<file path="src/logic/tcs_timer_map.vh">
// Purpose: Shared constants of the timer clock and clear select block
// Assumes: Included by bare name from the design files
// Notes:   Definitions only
`ifndef TCS_TIMER_MAP_VH
`define TCS_TIMER_MAP_VH

// Control byte field positions
`define TCS_CLR_MSB      7
`define TCS_CLR_LSB      5
`define TCS_EDGE_MSB     4
`define TCS_EDGE_LSB     3
`define TCS_PSC_MSB      2
`define TCS_PSC_LSB      0
`define TCS_CTRL_RESET   8'h00

// Clear select codes
`define TCS_CLR_NONE     3'h0
`define TCS_CLR_A        3'h1
`define TCS_CLR_B        3'h2
`define TCS_CLR_SYNC     3'h3
`define TCS_CLR_NONE2    3'h4
`define TCS_CLR_C        3'h5
`define TCS_CLR_D        3'h6
`define TCS_CLR_SYNC2    3'h7

// Prescaler select codes
`define TCS_PSC_DIV1     3'h0
`define TCS_PSC_DIV4     3'h1
`define TCS_PSC_DIV16    3'h2
`define TCS_PSC_DIV64    3'h3
`define TCS_PSC_EXTA     3'h4
`define TCS_PSC_EXTB     3'h5
`define TCS_PSC_CODE6    3'h6
`define TCS_PSC_CODE7    3'h7

// Divider shift counts (division ratio is two to this power)
`define TCS_SH_DIV4      4'd2
`define TCS_SH_DIV16     4'd4
`define TCS_SH_DIV64     4'd6
`define TCS_SH_DIV256    4'd8
`define TCS_SH_DIV1024   4'd10
`define TCS_PRE_WIDTH    10
`define TCS_CNT_WIDTH    16

`endif

</file>
<file path="src/logic/tcs_channel.v">
// Purpose: One timer channel counter with its clearing source select
// Assumes: Count tick and direction come from the clock select logic
// Notes:   Clear has priority over counting in the same cycle
`timescale 1ns/1ps
`default_nettype none
`include "tcs_timer_map.vh"

module tcs_channel (
  // Clock and reset
  input  wire        clk_i,
  input  wire        nrst_i,
  // Counting
  input  wire        tick_i,
  input  wire        down_i,
  // Clear selection and sources
  input  wire [2:0]  clear_select_i,
  input  wire        match_a_i,
  input  wire        match_b_i,
  input  wire        match_c_i,
  input  wire        match_d_i,
  input  wire        buf_c_i,
  input  wire        buf_d_i,
  input  wire        sync_clear_i,
  // Results
  output wire        own_clear_o,
  output wire        clear_o,
  output reg  [15:0] timer_count_o
);

  reg own_clear;
  reg sync_sel;

  always @* begin
    own_clear = 1'b0;
    sync_sel  = 1'b0;
    case (clear_select_i)
      `TCS_CLR_NONE:  own_clear = 1'b0;                  // RQ1
      `TCS_CLR_NONE2: own_clear = 1'b0;                  // RQ1
      `TCS_CLR_A:     own_clear = match_a_i;             // RQ2
      `TCS_CLR_B:     own_clear = match_b_i;             // RQ3
      `TCS_CLR_C:     own_clear = match_c_i & ~buf_c_i;  // RQ6 RQ8
      `TCS_CLR_D:     own_clear = match_d_i & ~buf_d_i;  // RQ7 RQ8
      `TCS_CLR_SYNC:  sync_sel  = 1'b1;                  // RQ4
      `TCS_CLR_SYNC2: sync_sel  = 1'b1;                  // RQ4
      default:        own_clear = 1'b0;
    endcase
  end

  assign own_clear_o = own_clear;
  assign clear_o     = own_clear | (sync_sel & sync_clear_i); // RQ4

  always @(posedge clk_i) begin
    if (!nrst_i) begin
      timer_count_o <= 16'h0000;
    end else if (clear_o) begin
      timer_count_o <= 16'h0000;
    end else if (tick_i) begin
      if (down_i) begin
        timer_count_o <= timer_count_o - 16'h0001;
      end else begin
        timer_count_o <= timer_count_o + 16'h0001;
      end
    end
  end

endmodule

`default_nettype wire

</file>
<file path="src/logic/tcs_timer.v">
// Purpose: Counter clock source and clearing source select, three channels
// Assumes: All inputs except the external clock pins are on clk_i
// Notes:   External pins are synchronised and edge detected before use
`timescale 1ns/1ps
`default_nettype none
`include "tcs_timer_map.vh"

// What this block does
// RQ1: Channel 0 clear select 000 or 100 disables counter clearing.
// RQ2: Clear select 001 clears the counter on register A match or capture.
// RQ3: Clear select 010 clears the counter on register B match or capture.
// RQ4: Select 011 (or 111 on channel 0) clears with another synced channel.
// RQ5: A channel takes part in synchronous clearing only with its sync bit set.
// RQ6: Channel 0 select 101 clears on register C match or capture.
// RQ7: Channel 0 select 110 clears on register D match or capture.
// RQ8: Register C or D in buffer use never clears the counter.
// RQ9: Channels 1 and 2 top clear bit reads zero and ignores writes.
// RQ10: Prescale 000 to 011 counts on system clock over 1, 4, 16, 64.
// RQ11: Prescale 100 counts external pin A edges, 101 external pin B.
// RQ12: Channel 0 prescale 110 counts pin C, 111 counts pin D.
// RQ13: Channel 1 prescale 110 divides by 256; software never writes 111.
// RQ14: Channel 2 prescale 110 counts pin C, 111 divides by 1024.
// RQ15: Channel 1 phase counting mode overrides the prescale setting.
// RQ16: Both edges halve internal period; divide by 1 ignores edge setting.
// RQ17: External pins are synchronised and edge detected, one count per edge.
module tcs_timer (
  // Clock and reset
  input  wire        clk_i,
  input  wire        nrst_i,
  // Control bytes: clear select, edge select, prescale select
  input  wire [7:0]  ctrl0_i,
  input  wire [7:0]  ctrl1_i,
  input  wire [7:0]  ctrl2_i,
  // Synchronous operation enables, one bit per channel
  input  wire [2:0]  sync_register_i,
  // Buffer operation of channel 0 registers C and D
  input  wire        buf_c0_i,
  input  wire        buf_d0_i,
  // Compare match or input capture events, A and B one bit per channel, C and D channel 0 only
  input  wire [2:0]  match_a_i,
  input  wire [2:0]  match_b_i,
  input  wire        match_c0_i,
  input  wire        match_d0_i,
  // Channel 1 phase counting
  input  wire        phase_mode1_i,
  input  wire        phase_tick1_i,
  input  wire        phase_down1_i,
  // External clock pins
  input  wire        ext_clk_pin_a_i,
  input  wire        ext_clk_pin_b_i,
  input  wire        ext_clk_pin_c_i,
  input  wire        ext_clk_pin_d_i,
  // Control readback
  output wire [7:0]  ctrl0_o,
  output wire [7:0]  ctrl1_o,
  output wire [7:0]  ctrl2_o,
  // Counters and clear pulses
  output wire [15:0] timer_count0_o,
  output wire [15:0] timer_count1_o,
  output wire [15:0] timer_count2_o,
  output wire [2:0]  clear_o
);

  reg  [`TCS_PRE_WIDTH-1:0] pre_cnt;
  reg  [3:0]                pin_meta;
  reg  [3:0]                pin_sync;
  reg  [3:0]                pin_last;
  wire [3:0]                pin_rise;
  wire [3:0]                pin_fall;
  wire [2:0]                tick;
  wire [2:0]                own_clear;
  wire [2:0]                sync_clear;
  wire [2:0]                clr_sel1;
  wire [2:0]                clr_sel2;
  wire [7:0]                ctrl1_eff;
  wire [7:0]                ctrl2_eff;

  // Edge of a prescaled clock whose period is two to the power sh cycles
  function int_tick;
    input [`TCS_PRE_WIDTH-1:0] c;
    input [3:0]                sh;
    input [1:0]                eg;
    reg   [`TCS_PRE_WIDTH-1:0] mask;
    reg   [`TCS_PRE_WIDTH-1:0] low;
    reg                        rise;
    reg                        fall;
    begin
      mask = ~({`TCS_PRE_WIDTH{1'b1}} << sh);
      low  = c & mask;
      rise = (low == (mask >> 1));
      fall = (low == mask);
      if (eg[1]) begin
        int_tick = rise | fall; // RQ16
      end else if (eg[0]) begin
        int_tick = fall;
      end else begin
        int_tick = rise;
      end
    end
  endfunction

  // External pin edge according to the edge setting
  function ext_tick;
    input       r;
    input       f;
    input [1:0] eg;
    begin
      if (eg[1]) begin
        ext_tick = r | f;
      end else if (eg[0]) begin
        ext_tick = f;
      end else begin
        ext_tick = r;
      end
    end
  endfunction

  // Clock source select for one channel
  function sel_tick;
    input [1:0]                ch;
    input [2:0]                psc;
    input [1:0]                eg;
    input [`TCS_PRE_WIDTH-1:0] c;
    input [3:0]                r;
    input [3:0]                f;
    begin
      case (psc)
        `TCS_PSC_DIV1:  sel_tick = 1'b1;                            // RQ16
        `TCS_PSC_DIV4:  sel_tick = int_tick(c, `TCS_SH_DIV4, eg);   // RQ10
        `TCS_PSC_DIV16: sel_tick = int_tick(c, `TCS_SH_DIV16, eg);  // RQ10
        `TCS_PSC_DIV64: sel_tick = int_tick(c, `TCS_SH_DIV64, eg);  // RQ10
        `TCS_PSC_EXTA:  sel_tick = ext_tick(r[0], f[0], eg);        // RQ11
        `TCS_PSC_EXTB:  sel_tick = ext_tick(r[1], f[1], eg);        // RQ11
        `TCS_PSC_CODE6: begin
          if (ch == 2'd1) begin
            sel_tick = int_tick(c, `TCS_SH_DIV256, eg);             // RQ13
          end else begin
            sel_tick = ext_tick(r[2], f[2], eg);                    // RQ12 RQ14
          end
        end
        `TCS_PSC_CODE7: begin
          if (ch == 2'd0) begin
            sel_tick = ext_tick(r[3], f[3], eg);                    // RQ12
          end else if (ch == 2'd2) begin
            sel_tick = int_tick(c, `TCS_SH_DIV1024, eg);            // RQ14
          end else begin
            sel_tick = 1'b0;                                        // RQ13
          end
        end
        default: sel_tick = 1'b0;
      endcase
    end
  endfunction

  // Free running prescaler shared by all channels
  always @(posedge clk_i) begin
    if (!nrst_i) begin
      pre_cnt <= {`TCS_PRE_WIDTH{1'b0}};
    end else begin
      pre_cnt <= pre_cnt + {{(`TCS_PRE_WIDTH-1){1'b0}}, 1'b1};
    end
  end

  // Two stage synchroniser, then a third stage for edge detection
  always @(posedge clk_i) begin
    if (!nrst_i) begin
      pin_meta <= 4'h0;
      pin_sync <= 4'h0;
      pin_last <= 4'h0;
    end else begin
      pin_meta <= {ext_clk_pin_d_i, ext_clk_pin_c_i,
                   ext_clk_pin_b_i, ext_clk_pin_a_i};  // RQ17
      pin_sync <= pin_meta;                            // RQ17
      pin_last <= pin_sync;                            // RQ17
    end
  end

  assign pin_rise = pin_sync & ~pin_last;  // RQ17
  assign pin_fall = ~pin_sync & pin_last;  // RQ17

  assign tick[0] = sel_tick(2'd0, ctrl0_i[`TCS_PSC_MSB:`TCS_PSC_LSB],
                            ctrl0_i[`TCS_EDGE_MSB:`TCS_EDGE_LSB],
                            pre_cnt, pin_rise, pin_fall);
  // Phase counting replaces the prescaled source on channel 1
  assign tick[1] = phase_mode1_i ? phase_tick1_i :           // RQ15
                   sel_tick(2'd1, ctrl1_i[`TCS_PSC_MSB:`TCS_PSC_LSB],
                            ctrl1_i[`TCS_EDGE_MSB:`TCS_EDGE_LSB],
                            pre_cnt, pin_rise, pin_fall);
  assign tick[2] = sel_tick(2'd2, ctrl2_i[`TCS_PSC_MSB:`TCS_PSC_LSB],
                            ctrl2_i[`TCS_EDGE_MSB:`TCS_EDGE_LSB],
                            pre_cnt, pin_rise, pin_fall);

  // Channels 1 and 2 have no top clear bit
  assign ctrl1_eff = {1'b0, ctrl1_i[6:0]};  // RQ9
  assign ctrl2_eff = {1'b0, ctrl2_i[6:0]};  // RQ9
  assign clr_sel1  = ctrl1_eff[`TCS_CLR_MSB:`TCS_CLR_LSB];
  assign clr_sel2  = ctrl2_eff[`TCS_CLR_MSB:`TCS_CLR_LSB];
  assign ctrl0_o   = ctrl0_i;
  assign ctrl1_o   = ctrl1_eff;
  assign ctrl2_o   = ctrl2_eff;

  // A synced channel follows own clears of the other synced channels
  assign sync_clear[0] = sync_register_i[0] &
                         |(own_clear[2:1] & sync_register_i[2:1]); // RQ4 RQ5
  assign sync_clear[1] = sync_register_i[1] &
                         ((own_clear[0] & sync_register_i[0]) |
                          (own_clear[2] & sync_register_i[2]));    // RQ4 RQ5
  assign sync_clear[2] = sync_register_i[2] &
                         |(own_clear[1:0] & sync_register_i[1:0]); // RQ4 RQ5

  tcs_channel u_ch0 (
    .clk_i          (clk_i),
    .nrst_i         (nrst_i),
    .tick_i         (tick[0]),
    .down_i         (1'b0),
    .clear_select_i (ctrl0_i[`TCS_CLR_MSB:`TCS_CLR_LSB]),
    .match_a_i      (match_a_i[0]),
    .match_b_i      (match_b_i[0]),
    .match_c_i      (match_c0_i),
    .match_d_i      (match_d0_i),
    .buf_c_i        (buf_c0_i),
    .buf_d_i        (buf_d0_i),
    .sync_clear_i   (sync_clear[0]),
    .own_clear_o    (own_clear[0]),
    .clear_o        (clear_o[0]),
    .timer_count_o  (timer_count0_o)
  );

  tcs_channel u_ch1 (
    .clk_i          (clk_i),
    .nrst_i         (nrst_i),
    .tick_i         (tick[1]),
    .down_i         (phase_mode1_i & phase_down1_i),
    .clear_select_i (clr_sel1),
    .match_a_i      (match_a_i[1]),
    .match_b_i      (match_b_i[1]),
    .match_c_i      (1'b0),
    .match_d_i      (1'b0),
    .buf_c_i        (1'b0),
    .buf_d_i        (1'b0),
    .sync_clear_i   (sync_clear[1]),
    .own_clear_o    (own_clear[1]),
    .clear_o        (clear_o[1]),
    .timer_count_o  (timer_count1_o)
  );

  tcs_channel u_ch2 (
    .clk_i          (clk_i),
    .nrst_i         (nrst_i),
    .tick_i         (tick[2]),
    .down_i         (1'b0),
    .clear_select_i (clr_sel2),
    .match_a_i      (match_a_i[2]),
    .match_b_i      (match_b_i[2]),
    .match_c_i      (1'b0),
    .match_d_i      (1'b0),
    .buf_c_i        (1'b0),
    .buf_d_i        (1'b0),
    .sync_clear_i   (sync_clear[2]),
    .own_clear_o    (own_clear[2]),
    .clear_o        (clear_o[2]),
    .timer_count_o  (timer_count2_o)
  );

endmodule

`default_nettype wire

</file>
<file path="config.mk">
export PLATFORM = sky130hd
export DESIGN_NAME = tcs_timer
export DESIGN_NICKNAME = d
export VERILOG_FILES = /design/src/logic/tcs_channel.v /design/src/logic/tcs_timer.v
export VERILOG_INCLUDE_DIRS = /design/src /design/src/logic
export SDC_FILE = /design/constraint.sdc
export NUM_CORES = 1
export LEC_CHECK = 0
export BUFFER_PORTS_ARGS = -buffer_cell sky130_fd_sc_hd__buf_2
export CAP_MARGIN = 25
export CELL_PAD_IN_SITES_DETAIL_PLACEMENT = 0
export CELL_PAD_IN_SITES_GLOBAL_PLACEMENT = 1
export CORE_MARGIN = 2
export CORE_UTILIZATION = 39
export DETAILED_ROUTE_END_ITERATION = 10
export MAX_ROUTING_LAYER = met4
export PLACE_DENSITY = 0.79
export SKIP_LAST_GASP = 1
export SLEW_MARGIN = 20
export SYNTH_ARGS = -nofsm -noshare
export SYNTH_HDL_FRONTEND = slang
export SYNTH_SLANG_ARGS = --single-unit
</file>
<file path="constraint.sdc">
create_clock -name clk_i -period 2.75 [get_ports clk_i]
set_input_delay 0.1375 -clock clk_i [delete_from_list [all_inputs] [get_ports clk_i]]
set_output_delay 0.1375 -clock clk_i [all_outputs]
set_load 0.02 [all_outputs]
</file>
## Word-level counts from Yosys, hierarchy flattened

Index checks and enable logic that the tools add are counted.

| operators by class | value |
|---|---|
| add/subtract/negate cells | 5 |
| equal/unequal tests | 43 |
| multiplexer cells | 51 |
| bitwise gates (word level) | 33 |
| reductions and logical operators | 9 |

Operators with widths:

| cell | count |
|---|---|
| adder 16 x 1 -> 16 bit, second input constant | 3 |
| equality test 3 bit, second input constant | 15 |
| 2-to-1 mux 1 bit | 44 |
| equality test 3 x 2 -> 1 bit, second input constant | 8 |
| case mux 1 bit (8 select lines) | 3 |
| 2-to-1 mux 16 bit | 1 |
| subtractor 16 x 1 -> 16 bit, second input constant | 1 |
| bitwise OR 1 bit | 13 |
| equality test 3 x 1 -> 1 bit, second input constant | 4 |
| OR reduction 2 bit | 6 |
| AND 1 bit | 11 |
| adder 10 x 1 -> 10 bit, second input constant | 1 |
| equality test 10 bit, second input constant | 1 |
| equality test 10 x 9 -> 1 bit, second input constant | 1 |
| equality test 2 bit, second input constant | 5 |
| zero test 3 bit | 3 |
| AND 4 bit | 2 |
| equality test 8 x 7 -> 1 bit, second input constant | 1 |
| equality test 8 bit, second input constant | 1 |
| NOT 4 bit | 2 |
| equality test 2 x 1 -> 1 bit, second input constant | 3 |
| equality test 6 x 5 -> 1 bit, second input constant | 1 |
| equality test 6 bit, second input constant | 1 |
| AND 2 bit | 2 |
| other kinds (5) | 8 |

| word-level totals | value |
|---|---|
| register bits | 70 |
| input bits | 46 |
| word-level logic and storage cells | 148 |

## Depth between registers and ports, before layout

| depth | value |
|---|---|
| depth after elaboration | 9 |
| depth in mapped cells | 10 |
| depth with buffers taken out | 9 |

## Cells and area by module

From an unflattened synthesis, not the netlist that was laid out.

| unflattened totals | value |
|---|---|
| cell total of the unflattened synthesis | 735 |
| area, all modules | 5985.7 um2 |

Modules (own cells, without submodules):

| module | instances | cells each | area each (um2) | seq. area each (um2) |
|---|---|---|---|---|
| tcs_channel | 3 | 178 | 1435.1 | 320.3 |
| tcs_timer | 1 | 201 | 1680.4 | 440.4 |

## Worst setup path after synthesis

No wires, ideal clock.

| timing path | value |
|---|---|
| kind | input port to flip-flop |
| from | input port phase_mode1_i |
| to | register u_ch1.timer_count_o[15] |
| setup time | 0.070 ns |
| arrival time | 2.252 ns |
| data required time | 2.680 ns |
| path slack | 0.429 ns |
| stages | 9 |
| buffers on the path | 0 |
| cells stage by stage | and2_1 ha_1 a21o_1 a221oi_1 nand3_1 o21ai_0 xor2_1 or3_1 a21oi_1 |

| on the way | value |
|---|---|
| longest elaborated chain between the ends | 2 |
| elaborated cells on any way between the ends | 3 |
| classes of those cells | mux: 2; bitwise: 1 |

RTL lines:

| item | line | source |
|---|---|---|
| start, declared | tcs_timer.v:45 | `input wire phase_mode1_i,` |
| AND 1 bit | tcs_timer.v:233 | `.down_i (phase_mode1_i & phase_down1_i),` |
| 2-to-1 mux 16 bit | tcs_channel.v:58 | `if (down_i) begin` |
| end signal, assigned | tcs_channel.v:59 | `timer_count_o <= timer_count_o - 16'h0001;` |
| end signal, assigned | tcs_channel.v:61 | `timer_count_o <= timer_count_o + 16'h0001;` |
| end, declared | tcs_channel.v:27 | `output reg [15:0] timer_count_o` |

Parallel ways exist; a longest one is shown, timed or not.
A chain may end at the register's enable or synchronous reset.

## Final worst setup path

| timing path | value |
|---|---|
| from | register pre_cnt[0] |
| to | register u_ch2.timer_count_o[15] |

| on the way | value |
|---|---|
| longest elaborated chain between the ends | 4 |
| elaborated cells on any way between the ends | 21 |
| classes of those cells | eq/ne: 8; mux: 9; bitwise: 4 |

RTL lines:

| item | line | source |
|---|---|---|
| start, declared | tcs_timer.v:64 | `` reg [`TCS_PRE_WIDTH-1:0] pre_cnt; `` |
| start signal, assigned | tcs_timer.v:158 | `` pre_cnt <= {`TCS_PRE_WIDTH{1'b0}}; `` |
| start signal, assigned | tcs_timer.v:160 | `` pre_cnt <= pre_cnt + {{(`TCS_PRE_WIDTH-1){1'b0}}, 1'b1}; `` |
| equality test 10 x 9 -> 1 bit, or another cell as far along | tcs_timer.v:90 | `rise = (low == (mask >> 1));` |
| 2-to-1 mux 1 bit / bitwise OR 1 bit (equally long branches) | tcs_timer.v:94, tcs_timer.v:93 |  |
| 2-to-1 mux 1 bit | tcs_timer.v:92 | `if (eg[1]) begin` |
| case mux 1 bit (8 select lines) (*) | tcs_timer.v:127 | `case (psc)` |
| end signal, assigned | tcs_channel.v:59 |  |
| end signal, assigned | tcs_channel.v:61 |  |
| end, declared | tcs_channel.v:27 |  |

Mark *: on every way between the ends. The rest lies on a longest branch, timed or not.

==> results.toml <==
[run_status]
status = "finished, violations left"
violations = "DRC"

[cells_and_area]
fin_nets = 727
antenna_cells = 0
nFillCells = 1156
drive_gt1_frac = 0.233
area_growth_pct = 18.2

[floorplan]
die_x_um = 113
die_height_um = 113
core_region_area_mm2 = 0.0115
io_pins = 121
dieArea_mm2 = 0.0128
row_count = 39
start_util = 0.403

[power_and_ir_drop]
combPwrFrac = 0.176
power_density_mw_per_mm2 = 520
p_leak_nw = 2.47
power_w = 0.00285
p_clk_frac = 0.443
p_seq_frac = 0.381
peakVddDrop_mv = 0.400
switching_power_w = 0.000802
internal_power_w = 0.00205
switching_share = 0.282

[clocking]
clockBufferDepth = 2
cts_setup_buffers = 0
clk_latency_ns = 0.33
clockRootBuffer = "clkbuf_16"
cts_tree = "yes"
cts_buffers = 9
htreeDepth = 3
cts_sinks = 70
clkSlewWorstSetupHoldPaths_ns = 0.06

[timing]
worst_slack_ns = 0.306
max_freq_mhz = 409
setup_viol_count_final = 0
min_period_ns = 2.44
post-route-period-util = 0.889
worst_pin_slew_ns = 0.569
slew_viol_final = 0
grt_setup_unrepaired = "no"
tns_ns = 0
maxSlewHeadroom = 0.620
hold_viol = 0
skew_ns = 0.00701

[global_routing]
grt_max_degree = 27
grt_pass1_wl_um = 17900
grt_use_total = 0.173
grt_pass1_vias = 3927
grt_overflow = 0
antenna_found_initial = 0

[critical_path]
regToRegSetupSlack_ns = 0.31
cpLargestDelayFamily = "compound AO/OA/AOI/OAI gates"
worst-path-buf-inv = 1
crit_arrival_ns = 2.65
crit_required_ns = 2.96
startpoint_type = "register"
r2r-end = "u_ch2.timer_count_o[15]"
crit_fanout = 16
cp.depth = 9
r2r-start = "pre_cnt[0]"
r2r_cells = 9
cp-end-kind = "register"
slowest_stage = "nor4b_1"
slowest_delay_ns = 0.39
crit_path_cell_trace = "ha_2 > nand2_1 > a211o_1 > o32ai_1 > a211oi_2 > buf_4 > nor4b_1 > xnor2_1 > nor2_1"
worstSetupPathType = "reg -> reg"

[detailed_routing]
wl_um = 10700
vias = 4149
routedWlPerCell_um = 13.4
drt_iter0_markers = 138
drc = 8
antenna_left = 0
via_per_inst = 5.21
drtPass1Iterations = 8

[synthesis]
synthFlopType = "dfxtp_1"
ys_seq_elements = 70
synth_edf_count = 0
ys_warn_count = 0
ys_seq_area_frac = 0.302
async_flop_share = 0
synth_area_mm2 = 0.00464
synthCells = 561
avgSynthCellArea_um2 = 8.27
yosysUniqueCellTypes = 61

[place]
gp_congestion = 0.889
dp_slack_ns = 0.229
hpwlAfterDp_um = 8110
port_buffers = 116

[hold_path]
hp-start = "ext_clk_pin_d_i"
hold_end = "pin_meta[3]"
hold_path.class = "in -> reg"
holdPathStages = 2

[flow_run]
max_cap_viol_count = 0
cell type report:
| class | instances | area [um^2] | area share |
|---|---|---|---|
| clock inverters | 7 | 97.6 | 0.0178 |
| multi-input cells | 418 | 2850 | 0.519 |
| inverters | 27 | 101 | 0.0185 |
| repair buffers | 122 | 632 | 0.115 |
| clock buffers | 9 | 225 | 0.0411 |
| well taps | 143 | 179 | 0.0326 |
| flip-flops and latches | 70 | 1400 | 0.256 |
routing by layer:
metal / up-vias / GRT usage / wire (um)
met5: - / - / 0
met4: 0 / 0.0553 / 207
met3: 18 / 0.0412 / 555
met2: 98 / 0.270 / 4780
met1: 1932 / 0.221 / 5140
li1: 2101 / - / -
sequential cells by signal, summed over array words and instances (netlist names):
register and cells:
u_ch0.timer_count_o 16, pin_sync 4, pin_last 4, pre_cnt 10, u_ch2.timer_count_o 16, pin_meta 4, u_ch1.timer_count_o 16
logic make-up after synthesis:
family          share of synthesized area
simple gates                        0.237
compound gates                      0.141
fa+ha+maj                          0.0906
mux                                0.0491
flops                               0.302
xor+xnor                           0.0925
other cells                      0.000808
buf+inv                            0.0876
cell usage after synthesis, drive strengths merged, types with 3 or more instances:
| cell type | count | share of area |
|---|---|---|
| dfxtp | 70 | 0.30 |
| xnor2 | 39 | 0.074 |
| clkbuf | 8 | 0.0067 |
| o31ai | 5 | 0.0092 |
| o2111ai | 6 | 0.011 |
| buf | 39 | 0.059 |
| nor3b | 7 | 0.011 |
| nor3 | 16 | 0.017 |
| inv | 27 | 0.022 |
| a22oi | 3 | 0.0049 |
| nand2b | 7 | 0.010 |
| nor2 | 65 | 0.053 |
| a211oi | 10 | 0.017 |
| ha | 32 | 0.086 |
| o21ai | 15 | 0.016 |
| mux2i | 16 | 0.035 |
| and3 | 9 | 0.012 |
| and4 | 4 | 0.0076 |
| a21oi | 20 | 0.022 |
| o21a | 6 | 0.0097 |
| mux2 | 6 | 0.015 |
| nand2 | 41 | 0.033 |
| nand3 | 20 | 0.022 |
| nor2b | 5 | 0.0067 |
| a31oi | 4 | 0.0054 |
| xor2 | 10 | 0.019 |
| nor4 | 4 | 0.0054 |
| a221oi | 3 | 0.0057 |
| and2 | 23 | 0.031 |
| a21o | 6 | 0.0097 |
| o211ai | 3 | 0.0049 |
| or2 | 3 | 0.0040 |
power by group through the flow:
stage	clock [W]	sequential, W	combinational, W
2_1_floorplan	0	0.00113	0.000349
3_3_place_gp	0	0.00110	0.000492
3_5_place_dp	0	0.00111	0.000499
4_1_cts	0.00130	0.00108	0.000503
5_1_grt	0.00134	0.00109	0.000559
6_report	0.00126	0.00108	0.000503
worst reg2reg max path: cells and delay by family (launching register included):
family                   cells  cell delay [ns]
AO/OA/AOI/OAI                3             0.73
XOR/XNOR                     1             0.16
adder cells (fa/ha/maj)      1             0.29
buffers and inverters        1             0.22
flip-flops                   1             0.37
AND/OR/NAND/NOR              3             0.54
metrics by stage:
stage | utilization | hold slack (ns) | instances | instance area, um^2
global route | 0.476 | 0.0125 | 796 | 5480
CTS | 0.475 | 0.00357 | 795 | 5470
detailed placement | 0.446 | 0.348 | 778 | 5140
global placement | 0.446 | 0.350 | 778 | 5140
floorplan | - | 0.265 | 562 | 4640
finish | 0.476 | 0.0109 | 796 | 5480
how the worst max path moves through the flow:
stage                              end          start
6_report       u_ch2.timer_count_o[15]     pre_cnt[0]
3_5_place_dp   u_ch2.timer_count_o[15]     pre_cnt[0]
5_1_grt        u_ch2.timer_count_o[15]     pre_cnt[0]
2_1_floorplan  u_ch1.timer_count_o[15]  phase_mode1_i
3_3_place_gp   u_ch1.timer_count_o[15]  phase_mode1_i
4_1_cts        u_ch2.timer_count_o[15]     pre_cnt[0]
placed cells by master, fill, tap and decap left out, types with 3 or more instances in the layout:
cell	netlist	layout
a211oi_1	9	9
a21o_1	6	6
a21oi_1	20	20
a221oi_1	3	3
a22oi_1	3	3
a31oi_1	4	4
and2_1	23	23
and3_1	9	9
and4_1	4	4
buf_2	9	116
buf_4	29	4
clkbuf_16	0	9
dfxtp_1	70	70
ha_1	32	31
inv_1	26	26
mux2_2	6	6
mux2i_1	16	16
nand2_1	41	41
nand2b_1	6	6
nand3_1	20	20
nor2_1	65	65
nor2b_1	5	5
nor3_1	16	16
nor3b_1	7	7
nor4_1	4	4
o2111ai_1	6	6
o211ai_1	3	3
o21a_1	6	6
o21ai_0	14	14
o31ai_1	4	4
xnor2_1	39	39
xor2_1	10	10
timing repair:
item	4_1_cts	5_1_grt
setup endpoints to repair	0	1
gates resized for setup	0	1
hold endpoints to repair	1	0
hold buffers	1	0
(Power assumes the default switching activity.)
